==> src/hdl/cls_regs.vh <==
`ifndef CLS_REGS_VH
`define CLS_REGS_VH
// Register byte offsets
`define CLS_CTRL_OFS     12'h000
`define CLS_FAST_OFS     12'h004
`define CLS_PRE_OFS      12'h008
`define CLS_INPUT_CURRENT_LIMIT_OFS     12'h00C
`define CLS_FLAG_OFS     12'h010
`define CLS_STAT_OFS     12'h014
`define CLS_RES_OFS      12'h020
`define CLS_RES_LAST     12'h038
// Control fields
`define CLS_CTRL_LP      0
`define CLS_CTRL_RATE_LO 1
`define CLS_CTRL_RATE_HI 2
`define CLS_CTRL_TRIG    3
// Fast charge fields
`define CLS_FAST_STEP    8
// Precharge register cold select field
`define CLS_PRE_COLD_LO  8
`define CLS_PRE_COLD_HI  9
// Flag bits
`define CLS_FLG_DONE     0
`define CLS_FLG_HIT      1
`define CLS_FLG_OPEN     2
// Reset values
`define CLS_CTRL_RST     4'h0
`define CLS_FAST_RST     8'h08
`define CLS_PRE_RST      8'h02
`define CLS_INPUT_CURRENT_LIMIT_RST     8'h00
`define CLS_MAX_RST      8'hFF
// Converter channels
`define CLS_CH_VIN       3'h0
`define CLS_CH_RAIL      3'h1
`define CLS_CH_IIN       3'h2
`define CLS_CH_VBAT      3'h3
`define CLS_CH_TS        3'h4
`define CLS_CH_AIN       3'h5
`define CLS_CH_ICHG      3'h6
`define CLS_CH_LIMIT     3'h7
// Limit pin open level: 14 kohm at 80 uA over 1.2 V full scale
`define CLS_OPEN_CODE    16'hEEEE
// Limit code shift: 2 * 256 / 65536 = 1/128
`define CLS_LIM_SHIFT    7
// Timing
`define CLS_CLK_MHZ      100
`define CLS_INT_US       128
`define CLS_ROUND_MS     225
`define CLS_PER1_MS      1000
`define CLS_PER2_MS      10000
`define CLS_PER3_MS      20000
`endif

==> src/hdl/cls_seq.v <==
// Operation
// - Measure limit pin after power-on reset
// - Clamp fast code, set limit-hit flag
// - Clamp precharge code without flag
// - Maximum code is twice R times bias
// - Clamp ignores charge step select bit
// - Open pin: retry once, then disable
// - Limit measurement only after power-on
// - Battery mode converts at selected period
// - Battery conversion done sets flag, interrupt
// - Low-power bit clear keeps converter off without input power
// - Input power: continuous round-robin conversion
// - No done interrupt with input power
// - Results readable at any time
// - Voltages 16-bit, 6 V full scale
// - Input current scale follows current limit
// - Thermistor, analog input 1.2 V scale
// - Charge current percent of selected reference
// - 12 effective bits in 16-bit codes
// - Interrupt is 128 us low pulse
// - Flags clear when read
`timescale 1ns/1ps
`include "cls_regs.vh"
module cls_seq #(
  parameter INT_CYCLES = `CLS_INT_US * `CLS_CLK_MHZ,
  parameter RR_CYCLES  = `CLS_ROUND_MS * 1000 * `CLS_CLK_MHZ / 7,
  parameter PER1       = `CLS_PER1_MS * 1000 * `CLS_CLK_MHZ,
  parameter PER2       = `CLS_PER2_MS * 1000 * `CLS_CLK_MHZ,
  parameter PER3       = `CLS_PER3_MS * 1000 * `CLS_CLK_MHZ,
  parameter [7:0] INPUT_CURRENT_LIMIT_LOW_MAX = 8'h0F
) (
  input  wire        clk,
  input  wire        reset,
  input  wire        hsel,
  input  wire [11:0] haddr,
  input  wire [1:0]  htrans,
  input  wire        hwrite,
  input  wire [2:0]  hsize,
  input  wire [31:0] hwdata,
  input  wire        hready,
  output wire        hreadyout,
  output wire        hresp,
  output reg  [31:0] hrdata,
  input  wire        vin_present,
  input  wire        vin_valid,
  input  wire        precharge_active,
  input  wire        cold_region,
  output reg         conv_start,
  output reg  [2:0]  conv_chan,
  input  wire        conv_done,
  input  wire [11:0] conv_data,
  output reg         limit_bias_en,
  output reg         charge_disable,
  output reg  [7:0]  fast_charge_code,
  output reg         charge_step_select,
  output reg  [7:0]  ichg_ref_code,
  output reg         int_n
);
  localparam S_LIM  = 2'h0;
  localparam S_IDLE = 2'h1;
  localparam S_WAIT = 2'h2;
  localparam [15:0] OPEN_FULL = `CLS_OPEN_CODE;

  // Open limit pin test, used by sequencer and flags
  function is_open;
    input [11:0] d;
    begin
      is_open = (d >= OPEN_FULL[15:4]);
    end
  endfunction

  function [7:0] clamp8;
    input [7:0] v;
    input [7:0] m;
    begin
      clamp8 = (v > m) ? m : v;
    end
  endfunction

  // Pin synchronisers
  reg  [3:0]  sync1_q;
  reg  [3:0]  sync2_q;
  wire        vin_s  = sync2_q[0];
  wire        inok_s = sync2_q[1];
  wire        pre_s  = sync2_q[2];
  wire        cold_s = sync2_q[3];

  reg  [1:0]  state_q;
  reg         retry_q;
  reg         sweep_q;
  reg  [7:0]  max_q;
  reg         lp_q;
  reg  [1:0]  rate_q;
  reg         trig_q;
  reg  [7:0]  pre_q;
  reg  [1:0]  coldsel_q;
  reg  [7:0]  input_current_limit_q;
  reg  [2:0]  flag_q;
  reg  [2:0]  rr_chan_q;
  reg  [31:0] tmr_q;
  reg  [15:0] int_cnt_q;
  reg  [15:0] res_q [0:6];
  reg         wr_q;
  reg  [11:0] wa_q;

  wire        acc   = hsel & hready & htrans[1];
  wire        rd    = acc & ~hwrite;
  wire        rdflg = rd & (haddr == `CLS_FLAG_OFS);
  reg  [15:0] scaled;
  reg  [31:0] per;
  reg  [2:0]  flag_set;
  reg         fire_int;
  integer     i;

  assign hreadyout = 1'b1;
  assign hresp     = 1'b0;

  always @(posedge clk) begin
    if (reset) begin
      sync1_q <= 4'h0;
      sync2_q <= 4'h0;
    end else begin
      sync1_q <= {cold_region, precharge_active, vin_valid, vin_present};
      sync2_q <= sync1_q;
    end
  end

  // Result scaling
  always @* begin
    scaled = {conv_data, 4'h0};
    if (conv_chan == `CLS_CH_IIN) begin
      if (!inok_s)
        scaled = 16'h0000;
      else if (input_current_limit_q <= INPUT_CURRENT_LIMIT_LOW_MAX)
        scaled = conv_data[11] ? 16'hFFFF
                 : {conv_data[10:0], 5'h00};
    end
  end

  always @* begin
    case (rate_q)
      2'h1:    per = PER1;
      2'h2:    per = PER2;
      default: per = PER3;
    endcase
  end

  // Charge current reference selection
  always @* begin
    if (pre_s)
      ichg_ref_code = pre_q;
    else if (cold_s)
      ichg_ref_code = {6'h00, coldsel_q};
    else
      ichg_ref_code = fast_charge_code;
  end

  // Sequencer
  always @(posedge clk) begin
    if (reset) begin
      state_q        <= S_LIM;
      retry_q        <= 1'b0;
      sweep_q        <= 1'b0;
      max_q          <= `CLS_MAX_RST;
      charge_disable <= 1'b0;
      conv_start     <= 1'b1;
      conv_chan      <= `CLS_CH_LIMIT;
      limit_bias_en  <= 1'b1;
      rr_chan_q      <= 3'h0;
      tmr_q          <= 32'h0;
      for (i = 0; i < 7; i = i + 1)
        res_q[i] <= 16'h0000;
    end else begin
      conv_start <= 1'b0;
      case (state_q)
        S_LIM: begin
          if (conv_done) begin
            if (is_open(conv_data)) begin
              if (!retry_q) begin
                retry_q    <= 1'b1;
                conv_start <= 1'b1;
              end else begin
                charge_disable <= 1'b1;
                limit_bias_en  <= 1'b0;
                state_q        <= S_IDLE;
              end
            end else begin
              max_q <= ({conv_data, 4'h0} >> `CLS_LIM_SHIFT) > 16'h00FF
                       ? 8'hFF
                       : conv_data[10:3];
              limit_bias_en <= 1'b0;
              state_q       <= S_IDLE;
            end
          end
        end
        S_IDLE: begin
          tmr_q <= tmr_q + 32'h1;
          if (vin_s) begin
            sweep_q <= 1'b0;
            if (tmr_q >= RR_CYCLES - 1) begin
              tmr_q      <= 32'h0;
              conv_start <= 1'b1;
              conv_chan  <= rr_chan_q;
              rr_chan_q  <= (rr_chan_q == `CLS_CH_ICHG) ? 3'h0
                            : rr_chan_q + 3'h1;
              state_q    <= S_WAIT;
            end
          end else if (!lp_q) begin
            tmr_q <= 32'h0;
          end else if (trig_q ||
                       (rate_q != 2'h0 && tmr_q >= per - 1)) begin
            tmr_q      <= 32'h0;
            sweep_q    <= 1'b1;
            conv_start <= 1'b1;
            conv_chan  <= `CLS_CH_VIN;
            state_q    <= S_WAIT;
          end
        end
        default: begin
          if (!sweep_q)
            tmr_q <= tmr_q + 32'h1;
          if (conv_done) begin
            res_q[conv_chan] <= scaled;
            if (sweep_q && conv_chan != `CLS_CH_ICHG) begin
              conv_start <= 1'b1;
              conv_chan  <= conv_chan + 3'h1;
            end else begin
              sweep_q <= 1'b0;
              state_q <= S_IDLE;
            end
          end
        end
      endcase
    end
  end

  // Flag sources
  always @* begin
    flag_set = 3'h0;
    fire_int = 1'b0;
    if (state_q == S_WAIT && conv_done && sweep_q &&
        conv_chan == `CLS_CH_ICHG && !vin_s) begin
      flag_set[`CLS_FLG_DONE] = 1'b1;
      fire_int = 1'b1;
    end
    if (state_q == S_LIM && conv_done && retry_q &&
        is_open(conv_data)) begin
      flag_set[`CLS_FLG_OPEN] = 1'b1;
      fire_int = 1'b1;
    end
    if (wr_q && wa_q == `CLS_FAST_OFS && hwdata[7:0] > max_q)
      flag_set[`CLS_FLG_HIT] = 1'b1;
  end

  // Register file
  always @(posedge clk) begin
    if (reset) begin
      wr_q               <= 1'b0;
      wa_q               <= 12'h000;
      lp_q               <= 1'b0;
      rate_q             <= 2'h0;
      trig_q             <= 1'b0;
      fast_charge_code   <= `CLS_FAST_RST;
      charge_step_select <= 1'b0;
      pre_q              <= `CLS_PRE_RST;
      coldsel_q          <= 2'h0;
      input_current_limit_q             <= `CLS_INPUT_CURRENT_LIMIT_RST;
      flag_q             <= 3'h0;
      hrdata             <= 32'h0;
    end else begin
      wr_q <= acc & hwrite;
      wa_q <= haddr;
      if (state_q == S_IDLE && lp_q && !vin_s && trig_q)
        trig_q <= 1'b0;
      flag_q <= (flag_q & ~(rdflg ? 3'h7 : 3'h0)) | flag_set;
      if (wr_q) begin
        if (wa_q == `CLS_CTRL_OFS) begin
          lp_q   <= hwdata[`CLS_CTRL_LP];
          rate_q <= hwdata[`CLS_CTRL_RATE_HI:`CLS_CTRL_RATE_LO];
          if (hwdata[`CLS_CTRL_TRIG])
            trig_q <= 1'b1;
        end else if (wa_q == `CLS_FAST_OFS) begin
          fast_charge_code   <= clamp8(hwdata[7:0], max_q);
          charge_step_select <= hwdata[`CLS_FAST_STEP];
        end else if (wa_q == `CLS_PRE_OFS) begin
          pre_q     <= clamp8(hwdata[7:0], max_q);
          coldsel_q <= hwdata[`CLS_PRE_COLD_HI:`CLS_PRE_COLD_LO];
        end else if (wa_q == `CLS_INPUT_CURRENT_LIMIT_OFS) begin
          input_current_limit_q <= hwdata[7:0];
        end
      end
      if (rd) begin
        if (haddr == `CLS_CTRL_OFS)
          hrdata <= {28'h0, trig_q, rate_q, lp_q};
        else if (haddr == `CLS_FAST_OFS)
          hrdata <= {23'h0, charge_step_select, fast_charge_code};
        else if (haddr == `CLS_PRE_OFS)
          hrdata <= {22'h0, coldsel_q, pre_q};
        else if (haddr == `CLS_INPUT_CURRENT_LIMIT_OFS)
          hrdata <= {24'h0, input_current_limit_q};
        else if (haddr == `CLS_FLAG_OFS)
          hrdata <= {29'h0, flag_q};
        else if (haddr == `CLS_STAT_OFS)
          hrdata <= {20'h0, vin_s, charge_disable,
                     (state_q == S_LIM), state_q == S_WAIT, max_q};
        else if (haddr >= `CLS_RES_OFS && haddr <= `CLS_RES_LAST &&
                 haddr[1:0] == 2'h0)
          hrdata <= {16'h0, res_q[haddr[4:2] - 3'h0]};
        else
          hrdata <= 32'h0;
      end
    end
  end

  // Interrupt pulse
  always @(posedge clk) begin
    if (reset) begin
      int_cnt_q <= 16'h0;
      int_n     <= 1'b1;
    end else if (fire_int && int_n) begin
      int_cnt_q <= INT_CYCLES[15:0] - 16'h1;
      int_n     <= 1'b0;
    end else if (!int_n) begin
      if (int_cnt_q == 16'h0)
        int_n <= 1'b1;
      else
        int_cnt_q <= int_cnt_q - 16'h1;
    end
  end
endmodule // cls_seq

==> config.mk <==
export PLATFORM = sky130hd
export DESIGN_NAME = cls_seq
export DESIGN_NICKNAME = d
export VERILOG_FILES = /design/src/hdl/cls_seq.v
export VERILOG_INCLUDE_DIRS = /design/src /design/src/hdl
export SDC_FILE = /design/constraint.sdc
export NUM_CORES = 1
export LEC_CHECK = 0
export CORE_MARGIN = 4
export CORE_UTILIZATION = 45
export CTS_BUF_LIST = sky130_fd_sc_hd__clkbuf_8
export CTS_CLUSTER_SIZE = 16
export DETAILED_ROUTE_END_ITERATION = 6
export DONT_BUFFER_PORTS = 1
export SLEW_MARGIN = 20
export SYNTH_ARGS = -nofsm -noshare
export SYNTH_HDL_FRONTEND = slang
export SYNTH_SLANG_ARGS = --single-unit
==> constraint.sdc <==
create_clock -name clk -period 3.7 [get_ports clk]
set_input_delay 0.74 -clock clk [delete_from_list [all_inputs] [get_ports clk]]
set_output_delay 0.74 -clock clk [all_outputs]
set_load 0.03 [all_outputs]
Yosys cells after proc, flatten, opt, wreduce, memory -nomap -nowiden

Memories as Yosys holds them, arrays and structs flattened.
Index checks and enable logic that the tools add are counted.

Register bits: 157
RAM bits: 112
Output and inout bits: 58
Logic and storage cells: 211
Memories: 1

Add/subtract/negate cells: 5
$lt $le $gt $ge: 8
Equal/unequal tests: 27
Mux-type cells: 82
Bitwise gates (word level): 16
Reductions and logical operators: 45

Memory list:

| memory | depth | bits a word | read ports | clocked after memory_dff | write ports | RTL line      | source |
|---|---|---|---|---|---|---|---|
| res_q  | 7     | 16          | 1          | 0                        | 7           | cls_seq.v:102 | `reg [15:0] res_q [0:6];` |

Operator list:

| operator                                                                | count |
|---|---|
| 16-bit two-way mux                                                      | 12 |
| 32-bit two-way mux                                                      | 5 |
| 32-bit case mux with 2 select lines                                     | 1 |
| 31-bit case mux with 2 select lines                                     | 1 |
| 12-bit by 4-bit equality test with 1-bit output, second input constant  | 4 |
| 14-bit two-way mux                                                      | 3 |
| 1-bit two-way mux                                                       | 34 |
| 32-bit by 1-bit adder with 32-bit output, second input constant         | 1 |
| 32-bit by 22-bit >= comparator with 1-bit output, second input constant | 1 |
| 32-bit >= comparator                                                    | 1 |
| 8-bit two-way mux                                                       | 4 |
| 32-bit by 1-bit subtractor with 32-bit output, second input constant    | 1 |
| 3-bit two-way mux                                                       | 9 |
| 12-bit by 3-bit equality test with 1-bit output, second input constant  | 2 |
| 12-bit by 5-bit equality test with 1-bit output, second input constant  | 2 |
| 12-bit zero test                                                        | 2 |
| 2-bit two-way mux                                                       | 9 |
| 1-bit logical AND                                                       | 17 |
| 16-bit zero test                                                        | 1 |
| 16-bit OR reduction                                                     | 1 |
| 16-bit by 1-bit subtractor with 16-bit output, second input constant    | 1 |
| 3-bit != test, second input constant                                    | 5 |
| 3-bit AND reduction                                                     | 5 |
| 12-bit >= comparator, second input constant                             | 1 |
| 31 further kinds                                                        | 60 |

Longest topological paths before layout

Word-level depth: 10
Depth in mapped cells: 12
Mapped depth without buffers: 11

Worst setup path before layout

No wires, ideal clock.

Path kind: reg2reg
Start: reg rate_q[0]
End: reg conv_chan[2]
Arrival time: 2.573 ns
Setup slack: 1.053 ns
Cell stages (with the launch flop): 12
Clock period less this slack: 2.647 ns
Cells stage by stage: dfxtp_1 -> inv_1 -> ha_1 -> inv_1 -> ha_1 -> nand4_1 -> nor4_1 -> o211ai_1 -> a41oi_2 -> a211oi_2 -> o31a_1 -> a31oi_1

Cells in the longest elaborated chain, start to end: 8
Elaborated cells on any way between the ends: 10
Classes of those cells: 1 x add/sub; 1 x order compare; 3 x eq/ne; 1 x mux; 4 x reduce/logical

Ends and longest elaborated chain:

| element                                                                               | RTL line      | source |
|---|---|---|
| start, declared                                                                       | cls_seq.v:93  | `reg [1:0] rate_q;` |
| start signal, assigned                                                                | cls_seq.v:279 | `` rate_q <= hwdata[`CLS_CTRL_RATE_HI:`CLS_CTRL_RATE_LO]; `` |
| 2-bit equality test or 2-bit by 1-bit equality test with 1-bit output (tied branches) | cls_seq.v:141 | `case (rate_q)` |
| 31-bit case mux with 2 select lines                                                   | cls_seq.v:141 |  |
| 32-bit by 1-bit subtractor with 32-bit output                                         | cls_seq.v:211 | `(rate_q != 2'h0 && tmr_q >= per - 1)) begin` |
| 32-bit >= comparator                                                                  | cls_seq.v:211 |  |
| 1-bit logical AND *                                                                   | cls_seq.v:211 |  |
| 1-bit logical OR *                                                                    | cls_seq.v:210 | `end else if (trig_q \|\|` |
| 3-bit != test (no source line) *                                                      | --            |  |
| 6-bit AND reduction (no source line) *                                                | --            |  |
| end signal, assigned                                                                  | cls_seq.v:203 | `conv_chan <= rr_chan_q;` |
| end signal, assigned                                                                  | cls_seq.v:215 | `` conv_chan <= `CLS_CH_VIN; `` |
| end signal, assigned                                                                  | cls_seq.v:226 | `conv_chan <= conv_chan + 3'h1;` |
| end, declared                                                                         | cls_seq.v:49  | `output reg [2:0] conv_chan,` |

Every way passes the cells marked *; elsewhere a longest branch is shown, timed or not.
A chain may end at the register's enable or synchronous reset.

Worst setup path in the final report

Same ends and word-level chain as after synthesis.

==> summary.md <==
| Metric | Value |
|---|---|
| RSZ-0062 raised after global routing | false |
| P_leak | 4.886 nW |
| WL/cell | 19.15 um |
| PwrDens | 430.1 mW/mm2 |
| Initial antenna violation count | 0 |
| Min cycle time layout | 3.034 ns |
| Final setup viols | 0 |
| Routed Antenna Nets | 0 |
| Initial Util | 0.4550 |
| Synthesized area per cell | 9.747 um2 |
| CP Launch Type | flip-flop |
| Cts hold-fix bufs | 0 |
| Hold depth | 1 |
| DRT Wirelength | 30.30 mm |
| Post-synthesis sequential area ratio | 0.4919 |
| Max Cap Violations | 0 |
| Asr flop ratio synth | 0 |
| Fillers | 2442 |
| Synth unique cells | 71 |
| Post-CTS setup buffers | 0 |
| Total GRT Usage | 0.2064 |
| Overall Power | 5.527 mW |
| Port buffer count | 0 |
| Share of cells above drive strength 1 | 0.09463 |
| ANT cells | 0 |
| Syn Std Cell Area | 0.01182 mm2 |
| Worst-case reg-to-reg path depth | 11 |
| Storage cell area | 0.005816 mm2 |
| WHS Endpoint | sync1_q[0] |
| Vias in the first global route | 8533 |
| Outcome | completed |
| Tightest Hold Check Type | in -> reg |
| Total die area | 0.02893 mm2 |
| CTS tree | done |
| Cts bufs inserted | 42 |
| Max Freq | 329.6 MHz |
| Pin count of the biggest net entering global routing | 105 |
| CTS max path bufs | 3 |
| Die Ht | 170.1 um |
| Row count | 59 |
| Layout Skew | 0.03556 ns |
| Core Region | 0.02598 mm2 |
| Routability Congestion | 0.8298 |
| Hold Startpoint | reset |
| Clock Sinks | 245 |
| Crit-path slowest cell | ha_1 |
| DRC | 0 |
| Crit path cell chain | inv_1 > ha_1 > inv_1 > ha_1 > nand4_1 > nor4_1 > o211ai_1 > a41oi_2 > a211oi_2 > o31a_1 > a31oi_1 |
| Global route total overflow | 0 |
| Initial DRT Pass Iterations | 5 |
| First-pass GRT wire length | 46.98 mm |
| Reg clk slew, reported paths | 0.06 ns |
| Final Hold Fails | 0 |
| Yosys top cell by area | dfxtp_1 |
| Slew @ Worst Pin | 1.030 ns |
| Reg-to-Reg End | conv_chan[2] |
| Cells after Synth | 1213 |
| DR vias/cell | 5.639 |
| Initial DRC Count | 711 |
| Worst vdd ir | 0.2692 mV |
| Slew Limit Fails | 0 |
| # H-tree levels | 2 |
| Fin Setup TNS | 0 ns |
| Via count | 8921 |
| Root buffer cell | clkbuf_8 |
| CP Max Fanout | 5 |
| Top cell type's share of synthesized area | 0.2608 |
| # IOs | 129 |
| Ys Warns | 0 |
| Worst skew pair latency | 0.56 ns |
| Crit path largest cell delay | 0.38 ns |
| Ys flop type | dfxtp_1 |
| Multi-input logic area | 0.005532 mm2 |
| Kind of critical path | reg -> reg |
| Post-DP HPWL | 20.63 mm |
| Nets | 1327 |
| Period utilization | 0.8200 |
| Layout area overhead | 8.700% |
| Area contributors post-synth | dfxtp_1 (26%), edfxtp_1 (23%), nor2_1 (6.9%) |
| Die width | 170.1 um |
| R2r startpoint | rate_q[0] |
| Slew headroom | 0.3059 |
| Reg2reg setup slack | 0.67 ns |
| Post-cts resize count | 0 |
| Number of flops mapped to enable cells by yosys | 91 |
| Req. time, crit path | 4.16 ns |
| WP data arrival | 3.50 ns |
| Setup crit end kind | flip-flop |
| Synth Register Bits | 245 |
## layout by cell type (no fill, tap or decap), types with 26 or more instances in the layout
cell type / synthesis / final
inv_1: 41 / 56
a21oi_1: 67 / 67
dfxtp_1: 154 / 154
edfxtp_1: 91 / 91
mux2i_1: 35 / 35
nand2_1: 104 / 104
mux4_2: 26 / 26
a211oi_1: 26 / 26
ha_1: 38 / 38
clkbuf_8: 0 / 45
nor2_1: 216 / 216
o21ai_0: 39 / 39
nand3_1: 36 / 36
## per-stage QoR
step | area (um2) | hold WS [ns] | instances | setup slack [ns] | utilization
floorplan | 11890 | 0.4138 | 1232 | 1.053 | -
global placement | 12080 | 0.4263 | 1509 | 0.7619 | 0.4649
detailed placement | 12080 | 0.4278 | 1509 | 0.6991 | 0.4649
CTS | 12850 | 0.2468 | 1582 | 0.6572 | 0.4946
global route | 12850 | 0.2588 | 1582 | 0.4340 | 0.4946
finish | 12850 | 0.2803 | 1582 | 0.6659 | 0.4946
## registers in the layout, indices dropped and copies added (netlist names), 2 cells and up
| signal | flops |
|---|---|
| sync1_q | 4 |
| max_q | 8 |
| fast_charge_code | 8 |
| hrdata | 16 |
| sync2_q | 4 |
| state_q | 2 |
| input_current_limit_q | 8 |
| conv_chan | 3 |
| rate_q | 2 |
| flag_q | 3 |
| rr_chan_q | 3 |
| tmr_q | 32 |
| pre_q | 8 |
| res_q | 104 |
| wa_q | 12 |
| coldsel_q | 2 |
| int_cnt_q | 16 |
## where the power goes
part | internal, mW | total [mW] | leakage, nW | switching, mW
sequential | 2.86 | 2.91 | 2.15 | 0.0501
combinational | 0.125 | 0.335 | 2.28 | 0.210
clock | 1.20 | 2.29 | 0.451 | 1.09
total | 4.18 | 5.53 | 4.89 | 1.35
## synth_stat cells (7+ instances only)
cell type,instances
o21ai_0,39
buf_4,18
nor2b_1,25
ha_1,38
nand3_1,36
buf_1,7
nor4_1,7
inv_1,41
nor3_1,25
buf_2,7
nand2b_1,14
and3_1,7
xor2_1,23
clkbuf_1,41
a211oi_1,26
mux4_2,26
mux2i_1,35
edfxtp_1,91
a22oi_1,7
nand4_1,17
xnor2_1,19
nor2_1,216
o211ai_1,19
nand2_1,104
a31oi_1,14
dfxtp_1,154
a21oi_1,67
## routing by layer
| metal | vias up | wire length [um] | GRT usage |
|---|---|---|---|
| met5 | - | 0 | 0 |
| met3 | 49 | 2083 | 0.04506 |
| met4 | 0 | 678 | 0.05868 |
| met1 | 4271 | 13390 | 0.2784 |
| met2 | 288 | 14150 | 0.3370 |
| li1 | 4313 | - | - |
## worst max-delay path, delay by kind of cell, from the launching register on
family / cells / cell delay, ns
flops: 1 / 0.36
compound gates: 5 / 1.18
buf+inv: 2 / 0.19
fa+ha+maj: 2 / 0.69
simple gates: 2 / 0.52
## worst max path at each step
stage	cells past startpoint	endpoint	start
after floorplan	11	conv_chan[2]	rate_q[0]
after global placement	11	conv_chan[2]	rate_q[0]
after detailed placement	11	conv_chan[2]	rate_q[0]
after CTS	11	conv_chan[2]	rate_q[0]
after global routing	11	conv_chan[2]	rate_q[0]
final	11	conv_chan[2]	rate_q[0]
## final cells by class
cell class                      count  share of cell area
Clock buffer                       45             0.04819
Clock inverter                     28             0.01188
Inverter                           42             0.01227
Multi-Input combinational cell    868              0.4304
Sequential cell                   245              0.4525
Tap cell                          335             0.03262
Timing Repair Buffer               19             0.01207
## logic make-up (layout without fill, tap and decap cells)
family / Yosys count / after routing / synth area share
adder cells (fa/ha/maj): 38 / 38 / 0.04022
other: 2 / 21 / 0.0006352
XOR/XNOR: 42 / 42 / 0.03111
buffers and inverters: 119 / 134 / 0.04678
flip-flops: 245 / 245 / 0.4919
multiplexers: 63 / 63 / 0.08107
AND/OR/NAND/NOR: 487 / 487 / 0.1888
AO/OA/AOI/OAI: 217 / 217 / 0.1195
No activity file was read; power rests on OpenSTA's default activity.
